`config.mk`:
```
export PLATFORM = sky130hd
export DESIGN_NAME = adcs_sequencer
export DESIGN_NICKNAME = d
export VERILOG_FILES = /design/src/verilog/adcs_pkg.sv /design/src/verilog/adcs_sequencer.sv /design/src/verilog/adcs_conv_unit.sv
export VERILOG_INCLUDE_DIRS = /design/src /design/src/verilog
export SDC_FILE = /design/constraint.sdc
export NUM_CORES = 1
export LEC_CHECK = 0
export BUFFER_PORTS_ARGS = -buffer_cell sky130_fd_sc_hd__buf_2
export CAP_MARGIN = 20
export CELL_PAD_IN_SITES_DETAIL_PLACEMENT = 1
export CELL_PAD_IN_SITES_GLOBAL_PLACEMENT = 2
export CORE_ASPECT_RATIO = 0.9
export CORE_MARGIN = 2
export CORE_UTILIZATION = 36
export DETAILED_ROUTE_END_ITERATION = 8
export PLACE_DENSITY_LB_ADDON = 0.1
export SETUP_SLACK_MARGIN = 0.2
export SYNTH_ARGS = -nofsm -noshare
export SYNTH_HDL_FRONTEND = slang
export SYNTH_SLANG_ARGS = --single-unit
```
`constraint.sdc`:
```
create_clock -name ref_clk -period 12.4 [get_ports ref_clk]
set_clock_uncertainty 0.1 [all_clocks]
set_input_delay 1.24 -clock ref_clk [delete_from_list [all_inputs] [get_ports ref_clk]]
set_output_delay 1.24 -clock ref_clk [all_outputs]
set_load 0.005 [all_outputs]
```
`src/verilog/adcs_regs.svh`:
```
// Behaviour
// - Single channel mode converts the selected input once, then stops.
// - Scan modes convert selected inputs in turn, lowest channel first, upward.
// - Single scan runs one cycle and raises the conversion-end request at its end.
// - Continuous scan restarts the cycle after each end until software stops it.
// - Conversion-end request only issues while the interrupt enable bit is set.
// - Mode field 0 selects single channel, 2 selects continuous scan.
// - Conversion clock select value 2 gives peripheral clock divided by two.
// - Trigger source 0 is software start, 001b arms timer compare-match start.
// - Channel field 000b picks input 0; in scan 010b picks inputs 0 to 2.
// - Alignment bit 1 places each 10-bit result left-justified.
// - Each input has its own result register: 0 to A, 1 to B, 2 to C.
// - Writing 1 to start bit begins or arms conversion; writing 0 stops it.
// - The request flag in the interrupt controller clears itself when accepted.
// - Conversion-end request goes to vector 98, gated by the controller enable.
// - Converter leaves reset module-stopped; software clears stop before any setting.
// - Alignment bit 0 places each result right-justified.
// - Eight regular analog inputs plus one extended input channel.
`ifndef ADCS_REGS_SVH
`define ADCS_REGS_SVH

// ---------------------------------------------------------------
// Register offsets
// ---------------------------------------------------------------
`define ADCS_OFF_CSR 8'h00
`define ADCS_OFF_CR 8'h04
`define ADCS_OFF_CR2 8'h08
`define ADCS_OFF_STOP 8'h0c
`define ADCS_OFF_PROT 8'h10
`define ADCS_OFF_RES 8'h20

// ---------------------------------------------------------------
// Field positions and codes
// ---------------------------------------------------------------
`define ADCS_CSR_CH_LSB 0
`define ADCS_CSR_EXT 3
`define ADCS_CSR_BUSY 4
`define ADCS_CSR_FLAG 5
`define ADCS_CSR_IE 6
`define ADCS_CSR_ST 7
`define ADCS_CR_MODE_LSB 0
`define ADCS_CR_CKS_LSB 2
`define ADCS_CR_TRG_LSB 4
`define ADCS_CR2_ALIGN 0
`define ADCS_STOP_BIT 0
`define ADCS_PROT_BIT 1
`define ADCS_PROT_KEY 8'ha5
`define ADCS_MODE_SINGLE 2'h0
`define ADCS_MODE_SSCAN 2'h1
`define ADCS_MODE_CSCAN 2'h2
`define ADCS_TRG_SOFT 3'h0
`define ADCS_TRG_TIMER 3'h1
`define ADCS_EXT_CH 4'h8
`define ADCS_NUM_CH 9
`define ADCS_IRQ_VECTOR 98

// ---------------------------------------------------------------
// Reset values and timing
// ---------------------------------------------------------------
`define ADCS_STOP_RST 1'b1
`define ADCS_CKS_RST 2'h0
`define ADCS_CLK_PERIOD_NS 20
`define ADCS_CONV_TIME_NS 1000
`define ADCS_CONV_TICKS (`ADCS_CONV_TIME_NS / `ADCS_CLK_PERIOD_NS)

`endif

```
`src/verilog/adcs_pkg.sv`:
```
package adcs_pkg;

   typedef enum logic [1:0] {
      ADCS_IDLE = 2'b00,
      ADCS_ARMED = 2'b01,
      ADCS_CONV = 2'b10
   } adcs_state_t;

   typedef struct packed {
      logic [2:0] ch;
      logic ext;
      logic ie;
      logic align;
      logic [1:0] mode;
      logic [1:0] conv_clock_select;
      logic [2:0] trigger_source_select;
   } adcs_ctrl_t;

   typedef struct packed {
      logic start;
      logic [3:0] chan;
      logic [1:0] conv_clock_select;
   } adcs_conv_req_t;

endpackage : adcs_pkg

```
`src/verilog/adcs_sequencer.sv`:
```
`timescale 1ns/1ns
`include "adcs_regs.svh"

module adcs_sequencer
   import adcs_pkg::*;
#(
   parameter int CONV_TICKS = `ADCS_CONV_TICKS
)
(
   input wire logic ref_clk,
   input wire logic rst,
   input wire logic psel,
   input wire logic penable,
   input wire logic pwrite,
   input wire logic [7:0] paddr,
   input wire logic [31:0] pwdata,
   output logic [31:0] prdata,
   output logic pready,
   output logic pslverr,
   input wire logic [`ADCS_NUM_CH-1:0][9:0] analog_in,
   input wire logic timer_trig,
   output logic conv_end_request
);

   localparam int NCH = `ADCS_NUM_CH;

   // ---------------------------------------------------------------
   // Decode helpers
   // ---------------------------------------------------------------
   function automatic logic res_hit(input logic [7:0] a);
      res_hit = (a >= `ADCS_OFF_RES) && (a < `ADCS_OFF_RES + 8'(4 * NCH)) && (a[1:0] == 2'h0);
   endfunction : res_hit

   function automatic logic [3:0] res_idx(input logic [7:0] a);
      logic [7:0] d;
      d = a - `ADCS_OFF_RES;
      res_idx = d[5:2];
   endfunction : res_idx

   function automatic logic addr_ok(input logic [7:0] a);
      addr_ok = (a == `ADCS_OFF_CSR) || (a == `ADCS_OFF_CR) || (a == `ADCS_OFF_CR2) ||
                (a == `ADCS_OFF_STOP) || (a == `ADCS_OFF_PROT) || res_hit(a);
   endfunction : addr_ok

   function automatic logic [3:0] last_chan(input adcs_ctrl_t c);
      last_chan = c.ext ? `ADCS_EXT_CH : {1'b0, c.ch};
   endfunction : last_chan

   function automatic logic [3:0] first_chan(input adcs_ctrl_t c);
      first_chan = (c.mode == `ADCS_MODE_SINGLE) ? last_chan(c) : 4'h0;
   endfunction : first_chan

   function automatic logic [3:0] next_chan(input adcs_ctrl_t c, input logic [3:0] n);
      next_chan = (n == {1'b0, c.ch} && c.ext) ? `ADCS_EXT_CH : n + 4'h1;
   endfunction : next_chan

   // ---------------------------------------------------------------
   // Input synchronisers
   // ---------------------------------------------------------------
   logic [NCH-1:0][9:0] an_s1_r, an_s2_r;
   logic trg_s1_r, trg_s2_r, trg_d_r;
   logic trg_rise;

   always_ff @(posedge ref_clk or posedge rst)
   begin
      if (rst)
      begin
         an_s1_r <= '0;
         an_s2_r <= '0;
         trg_s1_r <= 1'b0;
         trg_s2_r <= 1'b0;
         trg_d_r <= 1'b0;
      end
      else
      begin
         an_s1_r <= analog_in;
         an_s2_r <= an_s1_r;
         trg_s1_r <= timer_trig;
         trg_s2_r <= trg_s1_r;
         trg_d_r <= trg_s2_r;
      end
   end

   assign trg_rise = trg_s2_r & ~trg_d_r;

   // ---------------------------------------------------------------
   // Register file
   // ---------------------------------------------------------------
   adcs_ctrl_t ctrl_r, ctrl_nxt;
   logic start_r, start_nxt;
   logic flag_r, flag_nxt;
   logic stop_r, stop_nxt;
   logic prot_r, prot_nxt;
   logic [31:0] prdata_r, prdata_nxt;
   logic wr_en;
   logic seq_end;
   adcs_state_t state_r, state_nxt;

   assign wr_en = psel & penable & pwrite;
   assign pready = 1'b1;
   assign pslverr = psel & penable & ~addr_ok(paddr);

   always_comb
   begin
      ctrl_nxt = ctrl_r;
      start_nxt = start_r;
      flag_nxt = flag_r;
      stop_nxt = stop_r;
      prot_nxt = prot_r;
      if (wr_en && paddr == `ADCS_OFF_PROT && pwdata[15:8] == `ADCS_PROT_KEY)
         prot_nxt = pwdata[`ADCS_PROT_BIT];
      if (wr_en && paddr == `ADCS_OFF_STOP && prot_r)
         stop_nxt = pwdata[`ADCS_STOP_BIT];
      if (wr_en && !stop_r)
      begin
         if (paddr == `ADCS_OFF_CSR)
         begin
            ctrl_nxt.ch = pwdata[`ADCS_CSR_CH_LSB +: 3];
            ctrl_nxt.ext = pwdata[`ADCS_CSR_EXT];
            ctrl_nxt.ie = pwdata[`ADCS_CSR_IE];
            start_nxt = pwdata[`ADCS_CSR_ST];
            if (!pwdata[`ADCS_CSR_FLAG])
               flag_nxt = 1'b0;
         end
         if (paddr == `ADCS_OFF_CR)
         begin
            ctrl_nxt.mode = pwdata[`ADCS_CR_MODE_LSB +: 2];
            ctrl_nxt.conv_clock_select = pwdata[`ADCS_CR_CKS_LSB +: 2];
            ctrl_nxt.trigger_source_select = pwdata[`ADCS_CR_TRG_LSB +: 3];
         end
         if (paddr == `ADCS_OFF_CR2)
            ctrl_nxt.align = pwdata[`ADCS_CR2_ALIGN];
      end
      if (seq_end)
      begin
         flag_nxt = 1'b1;
         if (ctrl_r.mode != `ADCS_MODE_CSCAN)
            start_nxt = 1'b0;
      end
      if (stop_r)
         start_nxt = 1'b0;
   end

   always_ff @(posedge ref_clk or posedge rst)
   begin
      if (rst)
      begin
         ctrl_r <= '0;
         start_r <= 1'b0;
         flag_r <= 1'b0;
         stop_r <= `ADCS_STOP_RST;
         prot_r <= 1'b0;
      end
      else
      begin
         ctrl_r <= ctrl_nxt;
         start_r <= start_nxt;
         flag_r <= flag_nxt;
         stop_r <= stop_nxt;
         prot_r <= prot_nxt;
      end
   end

   // ---------------------------------------------------------------
   // Scan sequencer
   // ---------------------------------------------------------------
   logic [3:0] cur_r, cur_nxt;
   logic req_r, req_nxt;
   logic kick;
   logic res_we;
   logic conv_done;
   logic [9:0] conv_res;
   adcs_conv_req_t conv_req;

   always_comb
   begin
      state_nxt = state_r;
      cur_nxt = cur_r;
      kick = 1'b0;
      seq_end = 1'b0;
      req_nxt = 1'b0;
      res_we = 1'b0;
      unique case (state_r)
         ADCS_IDLE:
         begin
            if (start_r)
            begin
               cur_nxt = first_chan(ctrl_r);
               if (ctrl_r.trigger_source_select == `ADCS_TRG_SOFT)
               begin
                  kick = 1'b1;
                  state_nxt = ADCS_CONV;
               end
               else
                  state_nxt = ADCS_ARMED;
            end
         end
         ADCS_ARMED:
         begin
            if (!start_r)
               state_nxt = ADCS_IDLE;
            else if (trg_rise && ctrl_r.trigger_source_select == `ADCS_TRG_TIMER)
            begin
               kick = 1'b1;
               state_nxt = ADCS_CONV;
            end
         end
         ADCS_CONV:
         begin
            if (!start_r)
               state_nxt = ADCS_IDLE;
            else if (conv_done)
            begin
               res_we = 1'b1;
               if (cur_r != last_chan(ctrl_r))
               begin
                  cur_nxt = next_chan(ctrl_r, cur_r);
                  kick = 1'b1;
               end
               else
               begin
                  seq_end = 1'b1;
                  req_nxt = ctrl_r.ie;
                  if (ctrl_r.mode == `ADCS_MODE_CSCAN)
                  begin
                     cur_nxt = 4'h0;
                     kick = 1'b1;
                  end
                  else
                     state_nxt = ADCS_IDLE;
               end
            end
         end
         default:
            state_nxt = ADCS_IDLE;
      endcase
   end

   always_ff @(posedge ref_clk or posedge rst)
   begin
      if (rst)
      begin
         state_r <= ADCS_IDLE;
         cur_r <= 4'h0;
         req_r <= 1'b0;
      end
      else
      begin
         state_r <= state_nxt;
         cur_r <= cur_nxt;
         req_r <= req_nxt;
      end
   end

   // One-cycle pulse toward interrupt vector ADCS_IRQ_VECTOR; nothing to clear here
   assign conv_end_request = req_r;

   assign conv_req = '{start: kick, chan: cur_nxt, conv_clock_select: ctrl_r.conv_clock_select};

   adcs_conv_unit #(
      .CONV_TICKS(CONV_TICKS)
   ) u_conv (
      .ref_clk(ref_clk),
      .rst(rst),
      .req(conv_req),
      .abort(~start_r),
      .sample(an_s2_r),
      .done(conv_done),
      .result(conv_res)
   );

   // ---------------------------------------------------------------
   // Result registers and read data
   // ---------------------------------------------------------------
   logic [15:0] res_r [NCH];
   logic [15:0] res_nxt [NCH];

   always_comb
   begin
      for (int i = 0; i < NCH; i++)
      begin
         res_nxt[i] = res_r[i];
         if (res_we && cur_r == 4'(i))
            res_nxt[i] = ctrl_r.align ? {conv_res, 6'h00} : {6'h00, conv_res};
      end
   end

   always_ff @(posedge ref_clk or posedge rst)
   begin
      if (rst)
      begin
         for (int i = 0; i < NCH; i++)
            res_r[i] <= 16'h0000;
      end
      else
      begin
         for (int i = 0; i < NCH; i++)
            res_r[i] <= res_nxt[i];
      end
   end

   always_comb
   begin
      prdata_nxt = prdata_r;
      if (psel && !penable && !pwrite)
      begin
         prdata_nxt = 32'h0000_0000;
         if (paddr == `ADCS_OFF_CSR)
            prdata_nxt[7:0] = {start_r, ctrl_r.ie, flag_r, state_r != ADCS_IDLE,
                               ctrl_r.ext, ctrl_r.ch};
         else if (paddr == `ADCS_OFF_CR)
            prdata_nxt[6:0] = {ctrl_r.trigger_source_select, ctrl_r.conv_clock_select, ctrl_r.mode};
         else if (paddr == `ADCS_OFF_CR2)
            prdata_nxt[`ADCS_CR2_ALIGN] = ctrl_r.align;
         else if (paddr == `ADCS_OFF_STOP)
            prdata_nxt[`ADCS_STOP_BIT] = stop_r;
         else if (paddr == `ADCS_OFF_PROT)
            prdata_nxt[`ADCS_PROT_BIT] = prot_r;
         else if (res_hit(paddr))
            prdata_nxt[15:0] = res_r[res_idx(paddr)];
      end
   end

   always_ff @(posedge ref_clk or posedge rst)
   begin
      if (rst)
         prdata_r <= 32'h0000_0000;
      else
         prdata_r <= prdata_nxt;
   end

   assign prdata = prdata_r;
endmodule : adcs_sequencer

```
`src/verilog/adcs_conv_unit.sv`:
```
`timescale 1ns/1ns
`include "adcs_regs.svh"

module adcs_conv_unit
   import adcs_pkg::*;
#(
   parameter int CONV_TICKS = `ADCS_CONV_TICKS
)
(
   input wire logic ref_clk,
   input wire logic rst,
   input wire adcs_conv_req_t req,
   input wire logic abort,
   input wire logic [`ADCS_NUM_CH-1:0][9:0] sample,
   output logic done,
   output logic [9:0] result
);

   logic busy_r, busy_nxt;
   logic [3:0] chan_r, chan_nxt;
   logic [1:0] cks_r, cks_nxt;
   logic [2:0] pre_r, pre_nxt;
   logic [7:0] cnt_r, cnt_nxt;
   logic done_r, done_nxt;
   logic [9:0] res_r, res_nxt;

   // ---------------------------------------------------------------
   // Prescaler and fixed-latency conversion
   // ---------------------------------------------------------------
   always_comb
   begin
      busy_nxt = busy_r;
      chan_nxt = chan_r;
      cks_nxt = cks_r;
      pre_nxt = pre_r;
      cnt_nxt = cnt_r;
      done_nxt = 1'b0;
      res_nxt = res_r;
      if (req.start)
      begin
         busy_nxt = 1'b1;
         chan_nxt = req.chan;
         cks_nxt = req.conv_clock_select;
         pre_nxt = 3'h0;
         cnt_nxt = 8'h00;
      end
      else if (abort)
         busy_nxt = 1'b0;
      else if (busy_r)
      begin
         if (pre_r == (3'h7 >> cks_r))
         begin
            pre_nxt = 3'h0;
            if (cnt_r == 8'(CONV_TICKS - 1))
            begin
               busy_nxt = 1'b0;
               done_nxt = 1'b1;
               res_nxt = sample[chan_r];
            end
            else
               cnt_nxt = cnt_r + 8'h01;
         end
         else
            pre_nxt = pre_r + 3'h1;
      end
   end

   always_ff @(posedge ref_clk or posedge rst)
   begin
      if (rst)
      begin
         busy_r <= 1'b0;
         chan_r <= 4'h0;
         cks_r <= `ADCS_CKS_RST;
         pre_r <= 3'h0;
         cnt_r <= 8'h00;
         done_r <= 1'b0;
         res_r <= 10'h000;
      end
      else
      begin
         busy_r <= busy_nxt;
         chan_r <= chan_nxt;
         cks_r <= cks_nxt;
         pre_r <= pre_nxt;
         cnt_r <= cnt_nxt;
         done_r <= done_nxt;
         res_r <= res_nxt;
      end
   end

   assign done = done_r;
   assign result = res_r;

endmodule : adcs_conv_unit

```
==> run_results.csv <==
group,metric,value,unit
routing,routed_wl,39200,um
cells_and_area,fillCellCount,4401,
synthesis,synth_cells,1200,
clocking,clk_pin_slew,0.06,ns
cells_and_area,syn2layout_area_growth,18.4,%
clocking,cts.sink_count,396,
run,drv_cap,0,
power,max-vdd-ir-drop,0.125,mV
clocking,cts_htree_levels,2,
synthesis,ys_ff_latch,396,
power,power_density,163,mW/mm^2
critical_path,crit_chain,"buf_2 > buf_4 > or3_1 > nor2_1 > mux2i_1 > nor4_4 > a2111oi_0 > buf_2",
global_route,grt_overflow,0,
sta,fin_crit,4.77,ns
synthesis,synth-async-reset-ratio,1.00,
routing,vias_per_cell,5.03,
critical_path,path_buf_inv,3,
critical_path,crit_family,"simple AND/OR/NAND/NOR gates",
routing,drt-pass1-iter-count,4,
synthesis,syn-cell-area,0.0153,mm^2
critical_path,cp_max_fo,41,
global_route,grt_max_degree,182,
cells_and_area,post-route-util,0.433,
critical_path,crit_type,"in2out",
critical_path,worstSetupEndpointType,"output port",
synthesis,synth_seq_area_share,0.648,
clocking,cts_setup_buffers,0,
synthesis,syn_area_per_cell,12.8,um^2
synthesis,synth_edf_count,0,
min_path,hp-class,"reg2reg",
sta,setup_viol_count_final,0,
cells_and_area,most-common-layout-cells,"dfrtp_1 (395), nand2_1 (193), o21ai_0 (176), buf_2 (137), mux4_2 (52)",
clocking,cts_hold_buf,0,
floorplan,core,0.0418,mm^2
place,io_buffer_count,137,
floorplan,io_pins,171,
routing,vias,9652,
status,status,"finished, final reports clean",
clocking,cts_buffer_depth,3,
floorplan,die_w,221,um
floorplan,fp.dieH,200,um
global_route,grt_pass1_vias,10292,
clocking,post_cts_resize_count,0,
sta,hold_viol,0,
critical_path,crit_path_frequent_cell,"buf_2",
sta,maxSlewHeadroom,0.236,
clocking,clock-root-buffer,"clkbuf_16",
synthesis,synth_ff_type,"dfrtp_1",
synthesis,synthDistinctLibCells,66,
routing,detail_route.wl_per_cell,20.4,um
global_route,antenna_found_initial,0,
sta,finalMaxSlewViolations,0,
floorplan,rows,71,
cells_and_area,layout-drive-gt1-share,0.230,
sta,rsz0062_at_grt,"false",
power,cellLeakagePower,7.93,nW
floorplan,initial_core_util,0.366,
routing,drt_iter0_markers,561,
routing,drc_errors,0,
sta,timing.final.crit_share,0.385,
sta,tns,0,ns
place,place.gp.congestion,0.732,
routing,drtAntennaViolNets,0,
floorplan,dieArea,0.0442,mm^2
cells_and_area,fin_nets,1485,
global_route,grt_usage,0.181,
critical_path,worst-endpoint-arrival,3.43,ns
clocking,cts_tree,"yes",
cells_and_area,diodes,0,
global_route,grt_pass1_wl,61400,um
sta,fmax,0.210,GHz
power,totalPowerFinal,0.00295,W
sta,worst_pin_slew,1.15,ns
clocking,numCtsBuffers,43,
cells_and_area,layout_commonest_cell,"dfrtp_1",
critical_path,start_kind,"input pin",
critical_path,worstPathRequired,11.06,ns
critical_path,crit_slowest_cell,"nor4_4",
critical_path,max_stage_delay,0.57,ns
synthesis,synth_warnings,0,
place,place_hpwl,24800,um
clocking,clkLatencyLatePin,0.57,ns
[report_power, final]
part	leakage, nW	internal, W	switching (W)
registers	5.09	0.00133	0.0000205
clock network	0.754	0.000842	0.000537
logic	2.09	0.0000821	0.000131
[metrics by stage]
step	hold slack [ns]	area (um^2)	std cells	setup WS (ns)
after floorplan	0.231	15400	1215	5.73
after global placement	0.232	16500	1839	7.60
after detailed placement	0.236	16500	1839	7.62
after CTS	0.231	18100	1918	7.61
after global routing	0.251	18100	1919	7.46
final	0.244	18100	1919	7.63
[cell usage after synthesis, types with 5 or more instances]
cell type  number  area (um^2)
a21oi_1        11         55.1
a221oi_1        9         78.8
a22o_1          8         70.1
a22oi_1        16          120
a31oi_1        13         81.3
and2_1          5         31.3
buf_1           5         18.8
buf_2           9         45.0
buf_4          18          135
clkbuf_1       50          188
dfrtp_1       395         9880
ha_1           11          138
inv_1          15         56.3
mux2_1          9          101
mux2_2         20          225
mux2i_1        17          170
mux4_2         52         1170
nand2_1       193          724
nand2b_1       17          106
nand3_1        26          130
nand4_1         5         31.3
nor2_1         26         97.6
nor2b_1         6         37.5
nor3_1         14         70.1
o21ai_0       176          881
or3_1           5         31.3
or4_1           6         45.0
[final timing paths]
kind	start	end	slack (ns)	cells past startpoint
setup / recovery	paddr[3]	pslverr	7.63	8
hold / removal	an_s1_r[84]	an_s2_r[84]	0.24	0
setup reg to reg	cur_r[0]	u_conv.result[9]	9.12	8
hold reg to reg	an_s1_r[84]	an_s2_r[84]	0.24	0
max in group asynchronous	rst	state_r[1]	10.32	4
min in group asynchronous	rst	an_s1_r[14]	0.50	2
[kinds of logic (layout without fill, tap and decap cells)]
| logic type | count (synthesis) | in the layout | share of synthesized area |
|---|---|---|---|
| AOI/OAI and AO/OA | 260 | 260 | 0.0989 |
| and+or+nand+nor | 329 | 329 | 0.102 |
| xor gates and xnor gates | 6 | 6 | 0.00343 |
| buffers and inverters | 98 | 255 | 0.0297 |
| adders and majority gates | 11 | 11 | 0.00899 |
| muxes | 98 | 98 | 0.109 |
| DFF | 396 | 396 | 0.648 |
| other | 2 | 17 | 0.000491 |
[sequential cells by signal (all words and copies together) (netlist names), 2 cells and up]
register / cells
u_conv.cks_r: 2
conv_req: 2
prdata: 16
u_conv.result: 10
an_s2_r: 90
ctrl_r: 11
res_r: 144
u_conv.chan_r: 4
an_s1_r: 90
state_r: 2
u_conv.cnt_r: 8
u_conv.pre_r: 3
cur_r: 4
[cell type report]
cell class	instances	area, um^2	share of cell area
well taps	547	684	0.0378
inverters	15	60.1	0.00332
repair buffers	161	903	0.0499
clock buffers	63	1270	0.0702
multi-input cells	721	5010	0.277
clock inverters	16	277	0.0153
flip-flops and latches	396	9910	0.547
[metal layers]
layer | up-vias | part of all wire | track usage
met5 | - | 0 | 0
met4 | 0 | 0.019 | 0.0527
met3 | 55 | 0.034 | 0.0253
met2 | 145 | 0.48 | 0.297
met1 | 4952 | 0.47 | 0.252
li1 | 4500 | - | -
Note: power is estimated with default switching activity, not from simulation.
